$ cat src/dccd_consts.svh
// register indices, field positions and reset values of the channel clock dividers
// assumes an apb slave that multiplies each index by four to get the byte address
`ifndef DCCD_CONSTS_SVH
`define DCCD_CONSTS_SVH

// register indices; byte address is four times the index
`define DCCD_IDX_CH0_COUNTS 12'h190
`define DCCD_IDX_CH0_CONTROL 12'h191
`define DCCD_IDX_CH0_ROUTING 12'h192
`define DCCD_IDX_CH1_COUNTS 12'h196
`define DCCD_IDX_CH1_CONTROL 12'h197
`define DCCD_IDX_CH1_ROUTING 12'h198
`define DCCD_IDX_STATUS 12'h1A0

// count register fields
`define DCCD_LOW_MSB 7
`define DCCD_LOW_LSB 4
`define DCCD_HIGH_MSB 3
`define DCCD_HIGH_LSB 0

// control register fields
`define DCCD_BYPASS_BIT 7
`define DCCD_IGNORE_SYNC_BIT 6
`define DCCD_FORCE_LEVEL_BIT 5
`define DCCD_START_HIGH_BIT 4
`define DCCD_PHASE_MSB 3
`define DCCD_PHASE_LSB 0

// routing register fields
`define DCCD_DIRECT_ROUTE_BIT 1
`define DCCD_DUTY_OFF_BIT 0
`define DCCD_ROUTING_MASK 8'h03

// reset values
`define DCCD_RST_COUNTS 8'h00
`define DCCD_RST_CH0_CONTROL 8'h80
`define DCCD_RST_CH1_CONTROL 8'h00
`define DCCD_RST_ROUTING 8'h00

`endif

$ cat src/dccd_pkg.sv
// types shared by the channel clock divider design
// assumes nothing of its surroundings
package dccd_pkg;

    // divider sequencing states
    typedef enum logic [1:0] {
        DCCD_HOLD = 2'b00,
        DCCD_PHASE = 2'b01,
        DCCD_RUN = 2'b10
    } dccd_div_state_t;

    // clock source selection field of the chip clock source register
    typedef enum logic [1:0] {
        DCCD_SRC_EXT = 2'b00,
        DCCD_SRC_NONE = 2'b01,
        DCCD_SRC_OSC = 2'b10,
        DCCD_SRC_RSVD = 2'b11
    } dccd_src_t;

endpackage : dccd_pkg

$ cat src/dccd_divider.sv
// one channel divider: counts rising edges of the distribution clock
// assumes in_edge is a one-cycle pulse per input clock rising edge, on pclk
`timescale 1ns/1ns
module dccd_divider (
    // clock and reset
    input wire logic pclk,
    input wire logic presetn,
    // settings
    input wire logic [3:0] low_count,
    input wire logic [3:0] high_count,
    input wire logic [3:0] phase_offset,
    input wire logic start_high,
    // control
    input wire logic in_edge,
    input wire logic hold,
    // result
    output logic out_level,
    output dccd_pkg::dccd_div_state_t state
);

    logic [3:0] count;
    logic [3:0] limit;

    assign limit = out_level ? high_count : low_count;

    always_ff @(posedge pclk or negedge presetn) begin
        if (!presetn) begin
            state <= dccd_pkg::DCCD_RUN;
        end else if (hold) begin
            state <= dccd_pkg::DCCD_HOLD;
        end else begin
            case (state)
                dccd_pkg::DCCD_HOLD: begin
                    state <= (phase_offset == 4'h0) ? dccd_pkg::DCCD_RUN : dccd_pkg::DCCD_PHASE;
                end
                dccd_pkg::DCCD_PHASE: begin
                    if (in_edge && count == phase_offset - 4'h1) begin
                        state <= dccd_pkg::DCCD_RUN;
                    end
                end
                default: begin
                    state <= dccd_pkg::DCCD_RUN;
                end
            endcase
        end
    end

    always_ff @(posedge pclk or negedge presetn) begin
        if (!presetn) begin
            count <= 4'h0;
        end else if (hold || state == dccd_pkg::DCCD_HOLD) begin
            count <= 4'h0;
        end else if (in_edge) begin
            if (state == dccd_pkg::DCCD_PHASE) begin
                count <= (count == phase_offset - 4'h1) ? 4'h0 : count + 4'h1;
            end else if (count == limit) begin
                count <= 4'h0;
            end else begin
                count <= count + 4'h1;
            end
        end
    end

    // each level lasts limit + 1 input edges, so the period is low + high + 2
    always_ff @(posedge pclk or negedge presetn) begin
        if (!presetn) begin
            out_level <= 1'b0;
        end else if (hold || state != dccd_pkg::DCCD_RUN) begin
            out_level <= start_high;
        end else if (in_edge && count == limit) begin
            out_level <= ~out_level;
        end
    end

endmodule : dccd_divider

$ cat src/dccd_top.sv
// two channel clock dividers with their apb register file and output routing
// assumes all clock-like inputs are slow levels sampled on pclk, 100 MHz
`timescale 1ns/1ns
`include "dccd_consts.svh"

// What this block does
// - output stays low for low-count field plus one input clock cycles
// - output stays high for high-count field plus one input clock cycles
// - count field zero gives one cycle; both count fields reset to zero
// - bypass bit powers divider down and passes input clock straight through
// - channel zero resets bypassed; channel one resets dividing
// - ignore-sync bit clear obeys chip sync, set disregards it; resets clear
// - force-level bit gives static high or low while chip sync is asserted; needs ignore-sync set too
// - start-level bit picks the output level when the divider starts
// - four-bit phase offset per channel sets coarse phase; resets to zero
// - direct-route bit feeds pair from oscillator (10b) or external clock (00b)
// - source select 01b makes direct-route inert; clear bit leaves pair to bypass, forced level or divider
// - duty-correction disable bit: zero keeps correction on, one turns it off
// - second channel keeps start-level at bit 4, phase at bits 3 to 0
module dccd_top (
    // apb clock and reset
    input wire logic pclk,
    input wire logic presetn,
    // apb slave
    input wire logic psel,
    input wire logic penable,
    input wire logic pwrite,
    input wire logic [13:0] paddr,
    input wire logic [31:0] pwdata,
    output logic [31:0] prdata,
    output logic pready,
    output logic pslverr,
    // clock sources and chip controls
    input wire logic dist_clk,
    input wire logic internal_oscillator,
    input wire logic ext_clk,
    input wire logic [1:0] source_select,
    input wire logic chip_sync,
    // first output pair
    output logic first_pair_output_a,
    output logic first_pair_output_b,
    output logic first_duty_correction_on,
    output logic first_divider_powered_down,
    // second output pair
    output logic second_pair_output_a,
    output logic second_pair_output_b,
    output logic second_duty_correction_on,
    output logic second_divider_powered_down
);

    // registers
    logic [7:0] channel0_divide_counts;
    logic [7:0] channel0_divider_control;
    logic [7:0] channel0_routing_duty;
    logic [7:0] channel1_divide_counts;
    logic [7:0] channel1_divider_control;
    logic [7:0] channel1_routing_duty;

    // apb decode
    logic [11:0] reg_index;
    logic addr_aligned;
    logic write_access;
    logic setup_phase;
    logic mapped;
    logic [7:0] read_value;

    // input clock edge detection
    logic dist_clk_prev;
    logic dist_edge;

    // per channel datapath
    logic [1:0] div_level;
    dccd_pkg::dccd_div_state_t div_state [2];
    logic [1:0] hold;
    logic [1:0] bypass;
    logic [1:0] ignore_sync;
    logic [1:0] force_level;
    logic [1:0] direct_route;
    logic [1:0] next_out;
    logic [1:0] pair_out;

    assign reg_index = paddr[13:2];
    assign addr_aligned = (paddr[1:0] == 2'b00);
    assign setup_phase = psel && !penable;
    assign write_access = psel && penable && pwrite && mapped && addr_aligned;

    // address decode
    always_comb begin
        mapped = 1'b1;
        read_value = 8'h00;
        if (reg_index == `DCCD_IDX_CH0_COUNTS) begin
            read_value = channel0_divide_counts;
        end else if (reg_index == `DCCD_IDX_CH0_CONTROL) begin
            read_value = channel0_divider_control;
        end else if (reg_index == `DCCD_IDX_CH0_ROUTING) begin
            read_value = channel0_routing_duty;
        end else if (reg_index == `DCCD_IDX_CH1_COUNTS) begin
            read_value = channel1_divide_counts;
        end else if (reg_index == `DCCD_IDX_CH1_CONTROL) begin
            read_value = channel1_divider_control;
        end else if (reg_index == `DCCD_IDX_CH1_ROUTING) begin
            read_value = channel1_routing_duty;
        end else if (reg_index == `DCCD_IDX_STATUS) begin
            read_value = {div_state[1], div_state[0], hold, pair_out};
        end else begin
            mapped = 1'b0;
        end
    end

    // zero wait states; read data is captured in the setup cycle
    assign pready = 1'b1;
    assign pslverr = psel && penable && !(mapped && addr_aligned);

    always_ff @(posedge pclk or negedge presetn) begin
        if (!presetn) begin
            prdata <= 32'h0000_0000;
        end else if (setup_phase && !pwrite) begin
            prdata <= (mapped && addr_aligned) ? {24'h00_0000, read_value} : 32'h0000_0000;
        end
    end

    // count registers
    always_ff @(posedge pclk or negedge presetn) begin
        if (!presetn) begin
            channel0_divide_counts <= `DCCD_RST_COUNTS;
            channel1_divide_counts <= `DCCD_RST_COUNTS;
        end else if (write_access) begin
            if (reg_index == `DCCD_IDX_CH0_COUNTS) begin
                channel0_divide_counts <= pwdata[7:0];
            end else if (reg_index == `DCCD_IDX_CH1_COUNTS) begin
                channel1_divide_counts <= pwdata[7:0];
            end
        end
    end

    // control registers
    always_ff @(posedge pclk or negedge presetn) begin
        if (!presetn) begin
            channel0_divider_control <= `DCCD_RST_CH0_CONTROL;
            channel1_divider_control <= `DCCD_RST_CH1_CONTROL;
        end else if (write_access) begin
            if (reg_index == `DCCD_IDX_CH0_CONTROL) begin
                channel0_divider_control <= pwdata[7:0];
            end else if (reg_index == `DCCD_IDX_CH1_CONTROL) begin
                channel1_divider_control <= pwdata[7:0];
            end
        end
    end

    // routing and duty registers; only the two low bits exist
    always_ff @(posedge pclk or negedge presetn) begin
        if (!presetn) begin
            channel0_routing_duty <= `DCCD_RST_ROUTING;
            channel1_routing_duty <= `DCCD_RST_ROUTING;
        end else if (write_access) begin
            if (reg_index == `DCCD_IDX_CH0_ROUTING) begin
                channel0_routing_duty <= pwdata[7:0] & `DCCD_ROUTING_MASK;
            end else if (reg_index == `DCCD_IDX_CH1_ROUTING) begin
                channel1_routing_duty <= pwdata[7:0] & `DCCD_ROUTING_MASK;
            end
        end
    end

    // rising edges of the distribution clock mark input clock cycles
    always_ff @(posedge pclk or negedge presetn) begin
        if (!presetn) begin
            dist_clk_prev <= 1'b0;
        end else begin
            dist_clk_prev <= dist_clk;
        end
    end

    assign dist_edge = dist_clk && !dist_clk_prev;

    // field extraction
    assign bypass[0] = channel0_divider_control[`DCCD_BYPASS_BIT];
    assign bypass[1] = channel1_divider_control[`DCCD_BYPASS_BIT];
    assign ignore_sync[0] = channel0_divider_control[`DCCD_IGNORE_SYNC_BIT];
    assign ignore_sync[1] = channel1_divider_control[`DCCD_IGNORE_SYNC_BIT];
    assign force_level[0] = channel0_divider_control[`DCCD_FORCE_LEVEL_BIT];
    assign force_level[1] = channel1_divider_control[`DCCD_FORCE_LEVEL_BIT];
    assign direct_route[0] = channel0_routing_duty[`DCCD_DIRECT_ROUTE_BIT];
    assign direct_route[1] = channel1_routing_duty[`DCCD_DIRECT_ROUTE_BIT];

    // divider held while sync is obeyed and asserted, or while powered down
    assign hold[0] = (chip_sync && !ignore_sync[0]) || bypass[0];
    assign hold[1] = (chip_sync && !ignore_sync[1]) || bypass[1];

    dccd_divider u_div0 (
        .pclk(pclk),
        .presetn(presetn),
        .low_count(channel0_divide_counts[`DCCD_LOW_MSB:`DCCD_LOW_LSB]),
        .high_count(channel0_divide_counts[`DCCD_HIGH_MSB:`DCCD_HIGH_LSB]),
        .phase_offset(channel0_divider_control[`DCCD_PHASE_MSB:`DCCD_PHASE_LSB]),
        .start_high(channel0_divider_control[`DCCD_START_HIGH_BIT]),
        .in_edge(dist_edge),
        .hold(hold[0]),
        .out_level(div_level[0]),
        .state(div_state[0])
    );

    dccd_divider u_div1 (
        .pclk(pclk),
        .presetn(presetn),
        .low_count(channel1_divide_counts[`DCCD_LOW_MSB:`DCCD_LOW_LSB]),
        .high_count(channel1_divide_counts[`DCCD_HIGH_MSB:`DCCD_HIGH_LSB]),
        .phase_offset(channel1_divider_control[`DCCD_PHASE_MSB:`DCCD_PHASE_LSB]),
        .start_high(channel1_divider_control[`DCCD_START_HIGH_BIT]),
        .in_edge(dist_edge),
        .hold(hold[1]),
        .out_level(div_level[1]),
        .state(div_state[1])
    );

    // output selection per channel, priority: direct route, bypass, forced level, divider
    always_comb begin
        for (int ch = 0; ch < 2; ch++) begin
            next_out[ch] = div_level[ch];
            if (direct_route[ch] && source_select == dccd_pkg::DCCD_SRC_OSC) begin
                next_out[ch] = internal_oscillator;
            end else if (direct_route[ch] && source_select == dccd_pkg::DCCD_SRC_EXT) begin
                next_out[ch] = ext_clk;
            end else if (bypass[ch]) begin
                next_out[ch] = dist_clk;
            end else if (ignore_sync[ch] && chip_sync) begin
                next_out[ch] = force_level[ch];
            end
        end
    end

    always_ff @(posedge pclk or negedge presetn) begin
        if (!presetn) begin
            pair_out <= 2'b00;
        end else begin
            pair_out <= next_out;
        end
    end

    assign first_pair_output_a = pair_out[0];
    assign first_pair_output_b = pair_out[0];
    assign second_pair_output_a = pair_out[1];
    assign second_pair_output_b = pair_out[1];

    // duty correction and power state flags
    always_ff @(posedge pclk or negedge presetn) begin
        if (!presetn) begin
            first_duty_correction_on <= 1'b1;
            second_duty_correction_on <= 1'b1;
            first_divider_powered_down <= 1'b1;
            second_divider_powered_down <= 1'b0;
        end else begin
            first_duty_correction_on <= !channel0_routing_duty[`DCCD_DUTY_OFF_BIT];
            second_duty_correction_on <= !channel1_routing_duty[`DCCD_DUTY_OFF_BIT];
            first_divider_powered_down <= bypass[0];
            second_divider_powered_down <= bypass[1];
        end
    end

endmodule : dccd_top

$ cat config.mk
export PLATFORM = sky130hd
export DESIGN_NAME = dccd_top
export DESIGN_NICKNAME = d
export VERILOG_FILES = /design/src/dccd_pkg.sv /design/src/dccd_divider.sv /design/src/dccd_top.sv
export VERILOG_INCLUDE_DIRS = /design/src
export SDC_FILE = /design/constraint.sdc
export NUM_CORES = 1
export LEC_CHECK = 0
export BUFFER_PORTS_ARGS = -buffer_cell sky130_fd_sc_hd__buf_2
export CORE_ASPECT_RATIO = 2
export CORE_MARGIN = 4
export CORE_UTILIZATION = 50
export CTS_BUF_LIST = sky130_fd_sc_hd__clkbuf_16
export DETAILED_ROUTE_END_ITERATION = 7
export GPL_TIMING_DRIVEN = 0
export HOLD_SLACK_MARGIN = 0.06
export PLACE_DENSITY = 0.76
export SLEW_MARGIN = 20
export SYNTH_ARGS = -nofsm -noshare
export SYNTH_HDL_FRONTEND = slang
export SYNTH_HIERARCHICAL = 1
export SYNTH_SLANG_ARGS = --single-unit
$ cat constraint.sdc
create_clock -name pclk -period 6.6 [get_ports pclk]
set_input_delay 1.65 -clock pclk [delete_from_list [all_inputs] [get_ports pclk]]
set_output_delay 1.65 -clock pclk [all_outputs]
set_load 0.05 [all_outputs]
[Word-level counts from Yosys, hierarchy flattened]
Cells that the tools add are included.
Word-level totals
  register bits after elaboration: 89
  latch bits: 0
  memory bits (writable): 0
  memory bits (read-only): 0
  bits of input ports: 57
  logic and storage cells: 144
  memories kept: 0
Operators by class
  add/subtract/negate cells: 4
  multiply operators: 0
  divide/modulo/power cells: 0
  magnitude comparators: 0
  equal/unequal tests: 18
  shifts and indexed selects: 0
  muxes and demuxes: 47
  bitwise logic cells: 5
  reductions and logical operators: 51
Operators by type and width (number)
  $eq 12x9->1 const B: 7
  $mux 8: 8
  $mux 4: 12
  $logic_and 1x1->1: 21
  $mux 1: 19
  $eq 4x4->1: 4
  $mux 2: 6
  $reduce_and 3->1: 3
  $add 4x1->4 const B: 2
  $logic_not 1->1: 8
  $logic_not 2->1: 4
  $logic_not 4->1: 2
  $pmux 2 s2: 2
  $reduce_bool 2->1: 4
  $sub 4x1->4 const B: 2
  $logic_or 1x1->1: 6
  $ne 3x1->1 const B: 2
  $reduce_and 2->1: 3
  $not 1->1: 5
  $eq 2x1->1 const B: 2
  $ne 2x2->1 const B: 2
  $eq 2x2->1 const B: 1

[Depth between registers and ports, before layout]
Gate-level depths: netlist of run 1.
  depth after elaboration: 11
  depth in mapped cells: 8

[By module]
The synthesis of run 1 kept the hierarchy.
By module, submodules not included
  dccd_top: times used 1, cells an instance 280, area each 2839.0 um^2
  dccd_divider: times used 2, cells an instance 67, area each 580.6 um^2

[Worst setup path after synthesis of run 1]
Ideal clock, no wire load.
  path type: input to output
  start point: input paddr[7]
  end point: output pslverr
  arrival: 2.906 ns
  path slack: 2.044 ns
  cell stages on the path: 5
  buffers on the path: 1
  cells stage by stage: and4bb_2 -> clkbuf_1 -> o2111ai_1 -> a31o_2 -> and3_1
On the way
  word-level cells in the longest chain between the ends: 11
RTL lines
  from (decl): line dccd_top.sv:28  | input wire logic [13:0] paddr,
  $eq 12x9->1 (no source line)
  $mux 1: line dccd_top.sv:103  | end else if (reg_index == `DCCD_IDX_STATUS) begin
  $mux 1: line dccd_top.sv:101  | end else if (reg_index == `DCCD_IDX_CH1_ROUTING) begin
  $mux 1: line dccd_top.sv:99  | end else if (reg_index == `DCCD_IDX_CH1_CONTROL) begin
  $mux 1: line dccd_top.sv:97  | end else if (reg_index == `DCCD_IDX_CH1_COUNTS) begin
  $mux 1: line dccd_top.sv:95  | end else if (reg_index == `DCCD_IDX_CH0_ROUTING) begin
  $mux 1: line dccd_top.sv:93  | end else if (reg_index == `DCCD_IDX_CH0_CONTROL) begin
  $mux 1 (*): line dccd_top.sv:91  | if (reg_index == `DCCD_IDX_CH0_COUNTS) begin
  $logic_and 1x1->1 (*): line dccd_top.sv:112  | assign pslverr = psel && penable && !(mapped && addr_aligned);
  $logic_not 1->1 (*): line dccd_top.sv:112
  $logic_and 1x1->1 (*): line dccd_top.sv:112
  to (decl): line dccd_top.sv:32  | output logic pslverr,
Every way passes the cells marked *; elsewhere a longest branch is shown, timed or not.

[Final worst setup path of run 1]
  start point: input paddr[8]
  end point: output pslverr
Same word-level chain as after synthesis.

==> results.cfg, run 1 <==
[outcome]
status = completed

[logic_synthesis]
ys_ff_latch = 65
synth_mux_area_share_pct = 13.2
yosys.area.top_type_share_pct = 36.9
synth-seq-area-share_pct = 40.9
synth-simple-area-share_pct = 18.5
synth_compound_area_share_pct = 12.3
synthTopCellsByArea = dfrtp_1 37%, mux2_2 11%, buf_4 5.1%
synth_enable_flop_cells = 0
synthAdderAreaFrac_pct = 1.25
synth.distinct_cells = 56
syn_area_sq_um = 4000
synthArstFlopShare_pct = 100
synthFlopType = dfrtp_1
synth_top_family_by_area = simple AND/OR/NAND/NOR gates
synthCells = 414
yosysTopAreaCell = dfrtp_1
yosys_warnings = 6
synthXorXnorAreaFrac_pct = 4.38
avgSynthCellArea_sq_um = 9.66

[detailed_routing]
viasPerCell = 5.69
ant_nets = 0
vias = 3392
post_drt_wl_per_cell_um = 17.7
routed_wl_mm = 10.5
drtIter0Drc = 223
drc = 0
firstDrtPassIters = 5

[power]
p_leak_nw = 2.25
ir_worst_vdd_mv = 0.167
power_frac_seq_pct = 39.4
sw_frac_of_total_pct = 25.4
power_density_nw_per_um2 = 213
comb_power_share_pct = 10.4
power_w = 0.00102
internal-power_w = 0.000763
clockPowerShare_pct = 50.2
power.switching_w = 0.000260

[place]
gp_congestion = 0.940
place_area_sq_um = 4470
io_buffers = 48
dp_hpwl_mm = 8.00

[flow_run]
maxCapViolations = 0

[worst_setup_path]
path_cells = buf_2 -> nor4bb_1 -> nand3_1 -> a31o_2 -> and3_1 -> buf_2
cp.depth = 6
critPathRequiredTime_ns = 4.95
cp_common_cell = buf_2
reg2reg_from = channel0_divider_control[0]
slowest_stage = nor4bb_1
path_max_fanout = 4
reg2reg_depth = 7
arrival_ns = 3.23
critPathCaptureType = output pin
r2r-end = u_div0/count[2]
critPathLaunchType = input port
path_buf_inv = 2
endpoint = pslverr
r2r_slack_ns = 4.60
startpoint = paddr[8]
path_class = input port to output pin
crit_family = simple AND/OR/NAND/NOR gates
max_stage_delay_ns = 0.66

[clock_tree]
cts_tree = done
clockRootBuffer = clkbuf_16
postCtsSetupBuffers = 0
ctsHoldBuffers = 0
clock_path_buffers = 2
cts_resized = 0
cts_buffers = 9
clkTransAtPathRegs_ns = 0.05
htreeDepth = 3
clock_latency_ns = 0.34
cts.sinks = 65

[grt]
antenna_found_initial = 0
grt_max_degree = 60
grt_pass1_wl_mm = 16.7
overflow = 0
track_usage_pct = 22.7
grt_pass1_vias = 3389

[finish]
final-seq-area_sq_um = 1630
fin_area_sq_um = 4790
area_delta_synth_final_pct = 19.8
final_core_util_pct = 62.1
fillCellCount = 610
post_route_cells_drive_above_1_share_pct = 31.9
multi_input_area_sq_um = 2080
n_antenna_cell = 0
nNetsFinal = 558

[sta]
fmax_mhz = 205
slew_headroom_pct = 25.6
final_hold_viol_count = 0
post-route-period-util_pct = 73.9
rsz0062_at_grt = no
fin_crit_ns = 4.88
final_max_slew_viol_count = 0
tns_ns = 0
tightest_slew_ns = 1.11
fin_worst_skew_ns = 0.00592
setup_violations = 0

[floorplan]
num_rows = 45
start_util_pct = 51.9
die_w_um = 71.2
dieArea_sq_um = 9580
io_pins = 99
core-area_sq_um = 7710
dieHeight_um = 134

[worst_hold_path]
hold_path_class = flip-flop to flip-flop
## synthesized netlist by cell type, drive strengths merged (8+ instances only)
| cell type | count |
|---|---|
| inv | 25 |
| buf | 29 |
| mux2 | 38 |
| clkbuf | 13 |
| dfrtp | 59 |
| xor2 | 12 |
| xnor2 | 8 |
| nand3 | 14 |
| mux2i | 10 |
| nor3 | 13 |
| o22ai | 8 |
| o21ai | 23 |
| o31ai | 8 |
| nor2 | 28 |
| nand2 | 38 |
## layer usage
layer	wire length, um	up-vias	GRT usage (%)
li1	-	1588	-
met1	3630	1580	22.8
met2	5570	180	39.8
met3	766	44	5.74
met4	572	0	15.6
met5	0	-	0
## area by class of cell
type,count,share of cell area [%]
Buffer,42,5.77
Clock buffer,9,4.70
Clock inverter,7,1.96
Inverter,26,2.04
Multi-Input combinational cell,304,43.4
Sequential cell,65,34.1
Tap cell,94,2.45
Timing Repair Buffer,49,5.64
## worst min-delay path by stage
stage / from / endpoint / slack [ns] / depth (start not counted)
global placement: channel1_routing_duty[0] / second_duty_correction_on / 0.40 / 1
floorplan: channel0_divider_control[7] / first_divider_powered_down / 0.37 / 0
global route: channel0_divider_control[7] / first_divider_powered_down / 0.42 / 0
CTS: channel1_routing_duty[0] / second_duty_correction_on / 0.41 / 1
detailed placement: channel1_routing_duty[0] / second_duty_correction_on / 0.41 / 1
finish: channel1_routing_duty[0] / second_duty_correction_on / 0.41 / 1
## placed cells by master (no fill, tap or decap), types with 3 or more instances in the layout
cell       Yosys  final
nand2_1       37     37
buf_2          0     47
inv_1         25     25
nand3_1       14     14
mux2_2        38     38
or4_1          4      4
o31ai_1        8      8
ha_1           4      4
dfstp_2        6      6
nor2b_1        3      3
conb_1         2     25
a221oi_1       3      3
a21oi_1        6      6
o2111ai_1      3      3
a21boi_0       3      3
clkbuf_1      11     11
or4b_2         3      3
clkbuf_16      0      9
o21ai_0       23     23
nand2b_1       5      5
nand4_1        5      5
xnor2_1        8      8
buf_4         27     28
a31oi_1        5      5
dfrtp_1       59     59
nor3_1        11     11
a22oi_1        5      5
mux2i_1       10     10
xor2_1        12     12
o22ai_1        8      8
nor2_1        28     28
## sequential cells by signal, summed over array words and instances (netlist names)
signal	count
channel0_divide_counts	8
channel0_divider_control	8
channel0_routing_duty	2
channel1_divide_counts	8
channel1_divider_control	8
channel1_routing_duty	2
dist_clk_prev	1
first_divider_powered_down	1
first_duty_correction_on	1
pair_out	2
prdata	8
second_divider_powered_down	1
second_duty_correction_on	1
u_div0/count	4
u_div0/out_level	1
u_div0/state	2
u_div1/count	4
u_div1/out_level	1
u_div1/state	2
## kinds of logic (layout without fill, tap and decap cells)
family	after synthesis	in the layout
other	2	25
and+or+nand+nor	132	132
muxes	48	48
xor gates and xnor gates	20	20
adders and majority gates	4	4
AOI/OAI and AO/OA	75	75
buffers and inverters	68	133
DFF	65	65
## per-stage QoR
step,hold WS (ns),cells,setup slack (ns)
floorplan,0.375,437,2.04
global placement,0.403,579,1.72
detailed placement,0.406,580,1.74
CTS,0.413,596,1.73
global route,0.418,596,1.64
finish,0.408,596,1.72
## power groups by stage
stage	logic, W	clock network [W]	registers, W
floorplan	0.0000710	0	0.000411
global placement	0.000102	0	0.000410
detailed placement	0.000105	0	0.000410
CTS	0.000106	0.000517	0.000403
global route	0.000114	0.000536	0.000403
finish	0.000107	0.000513	0.000403
## worst reg2reg max path, stage by stage (launching register included)
cell	delay, ns
dfrtp_1	0.46
inv_1	0.07
ha_1	0.25
xor2_1	0.25
xnor2_1	0.15
nand3_1	0.16
a32oi_1	0.36
o311ai_0	0.16
Power figures use the tool's default switching activity.
==> run 2, diff against run 1 <==
- CORE_UTILIZATION: 50 -> 49
- PLACE_DENSITY: 0.76 -> 0.77
- clock period: 6.6 -> 4 ns (I/O delays scaled with it)
==> run 2 against run 1 <==
  * Sequential power grew 65%
  * Non-clock buffer count shrank 1
  * Setup slack lost 1.3 ns
  * Via count is essentially flat
  * Critical endpoint unchanged
  * Design area shrank 0.50%
  * Power grew 64%
  * Highest routed layer unchanged
  * Core utilization shrank 2.1 points
  * Largest cell class unchanged
  * Die area grew 1.9%
  * First-iteration DRC count grew 18%
  * Cell count grew 0.17%
  * Worst hold slack gained 0.0077 ns
  * Largest power group unchanged
==> results.cfg, run 2 (synthesis gave the netlist of run 1 again) <==
[outcome]
status = completed

[worst_hold_path]
hold_path_class = flip-flop to flip-flop
hold_start = channel1_routing_duty[0]
holdPathStages = 1
min_to = second_duty_correction_on

[power]
power.switching_w = 0.000423
p_leak_nw = 2.24
internal-power_w = 0.00126
clockPowerShare_pct = 50.1
power_density_nw_per_um2 = 352
ir_worst_vdd_mv = 0.217
comb_power_share_pct = 10.3
sw_frac_of_total_pct = 25.2
power_frac_seq_pct = 39.7

[worst_setup_path]
path_class = input port to output pin
path_max_fanout = 4
r2r_slack_ns = 1.97
critPathLaunchType = input port
r2r-end = u_div0/count[2]
critPathRequiredTime_ns = 3.00
reg2reg_from = dist_clk_prev
critPathCaptureType = output pin
arrival_ns = 2.62
max_stage_delay_ns = 0.70
cp_common_cell = buf_2
reg2reg_depth = 5
slowest_stage = nor4bb_1
path_cells = buf_2 -> nor4bb_1 -> nand3_1 -> a31o_2 -> and3_1 -> buf_2

[finish]
finalNonFillerCells = 597
multi_input_area_sq_um = 2080
nNetsFinal = 557
final_cell_mix = 59 x dfrtp_1, 47 x buf_2, 38 x mux2_2
fillCellCount = 684
final-seq-area_sq_um = 1630
area_delta_synth_final_pct = 19.2
post_route_cells_drive_above_1_share_pct = 31.7
n_antenna_cell = 0
final_core_util_pct = 60.1
final_common_cell = dfrtp_1

[clock_tree]
cts.sinks = 65
clock_latency_ns = 0.34
cts_resized = 0
htreeDepth = 3
postCtsSetupBuffers = 0
clock_path_buffers = 2
cts_tree = done
clkTransAtPathRegs_ns = 0.05
ctsHoldBuffers = 0
cts_buffers = 9
clockRootBuffer = clkbuf_16

[place]
dp_slack_ns = 0.422
io_buffers = 48
placed_cells = 581
dp_hpwl_mm = 8.09
gp_congestion = 0.963

[floorplan]
dieArea_sq_um = 9760
dieHeight_um = 136
num_rows = 46
io_pins = 99
core-area_sq_um = 7940
start_util_pct = 50.4
die_w_um = 71.9

[sta]
tns_ns = 0
fmax_mhz = 276
final_hold_viol_count = 0
post-route-period-util_pct = 90.6
fin_worst_skew_ns = 0.00389
final_max_slew_viol_count = 0
fin_ws_ns = 0.378
slew_headroom_pct = 21.8
setup_violations = 0
rsz0062_at_grt = no
tightest_slew_ns = 1.16
fin_crit_ns = 3.62
hold_ws_ns = 0.416

[flow_run]
maxCapViolations = 0

[grt]
track_usage_pct = 22.9
grt_pass1_wl_mm = 16.8
antenna_found_initial = 0
grt_max_degree = 66
overflow = 0
grt_pass1_vias = 3350

[detailed_routing]
firstDrtPassIters = 4
post_drt_wl_per_cell_um = 17.6
vias = 3390
ant_nets = 0
drc = 0
viasPerCell = 5.68
drtIter0Drc = 263
routed_wl_mm = 10.5
[run 2: power groups by stage]
stage                     clock network [W]  logic [W]  registers, W
after CTS                          0.000849   0.000171      0.000666
after floorplan                           0   0.000117      0.000679
after detailed placement                  0   0.000170      0.000677
final                              0.000840   0.000172      0.000666
after global placement                    0   0.000168      0.000677
after global routing               0.000887   0.000185      0.000666
[run 2: worst max-delay path, delay by kind of cell]
kind / cells / cell delay [ns]
simple gates: 3 / 1.02
compound gates: 1 / 0.29
buf+inv: 2 / 0.31
[run 2: layer usage]
| metal | global-route usage [%] | routed length (um) |
|---|---|---|
| met1 | 23.0 | 3630 |
| met2 | 40.2 | 5750 |
| met3 | 6.17 | 667 |
| met4 | 15.0 | 464 |
| met5 | 0 | 0 |
[run 2: layout make-up]
cell class | instances | share of cell area, %
Buffer | 42 | 5.80
Clock buffer | 9 | 4.72
Clock inverter | 7 | 1.99
Inverter | 26 | 2.05
Multi-Input combinational cell | 304 | 43.6
Sequential cell | 65 | 34.3
Tap cell | 96 | 2.52
Timing Repair Buffer | 48 | 5.09
[run 2: stage by stage]
stage / power, W / cell area, sq um
after global routing: 0.00174 / 4770
after floorplan: 0.000796 / 4090
after global placement: 0.000844 / 4450
after detailed placement: 0.000847 / 4450
final: 0.00168 / 4770
after CTS: 0.00169 / 4770
[run 2: worst max path at each step]
stage | from | end | slack, ns
after floorplan | paddr[7] | pslverr | 0.74
after global placement | paddr[8] | pslverr | 0.41
after detailed placement | paddr[8] | pslverr | 0.42
after CTS | paddr[8] | pslverr | 0.41
after global routing | paddr[8] | pslverr | 0.25
final | paddr[8] | pslverr | 0.38
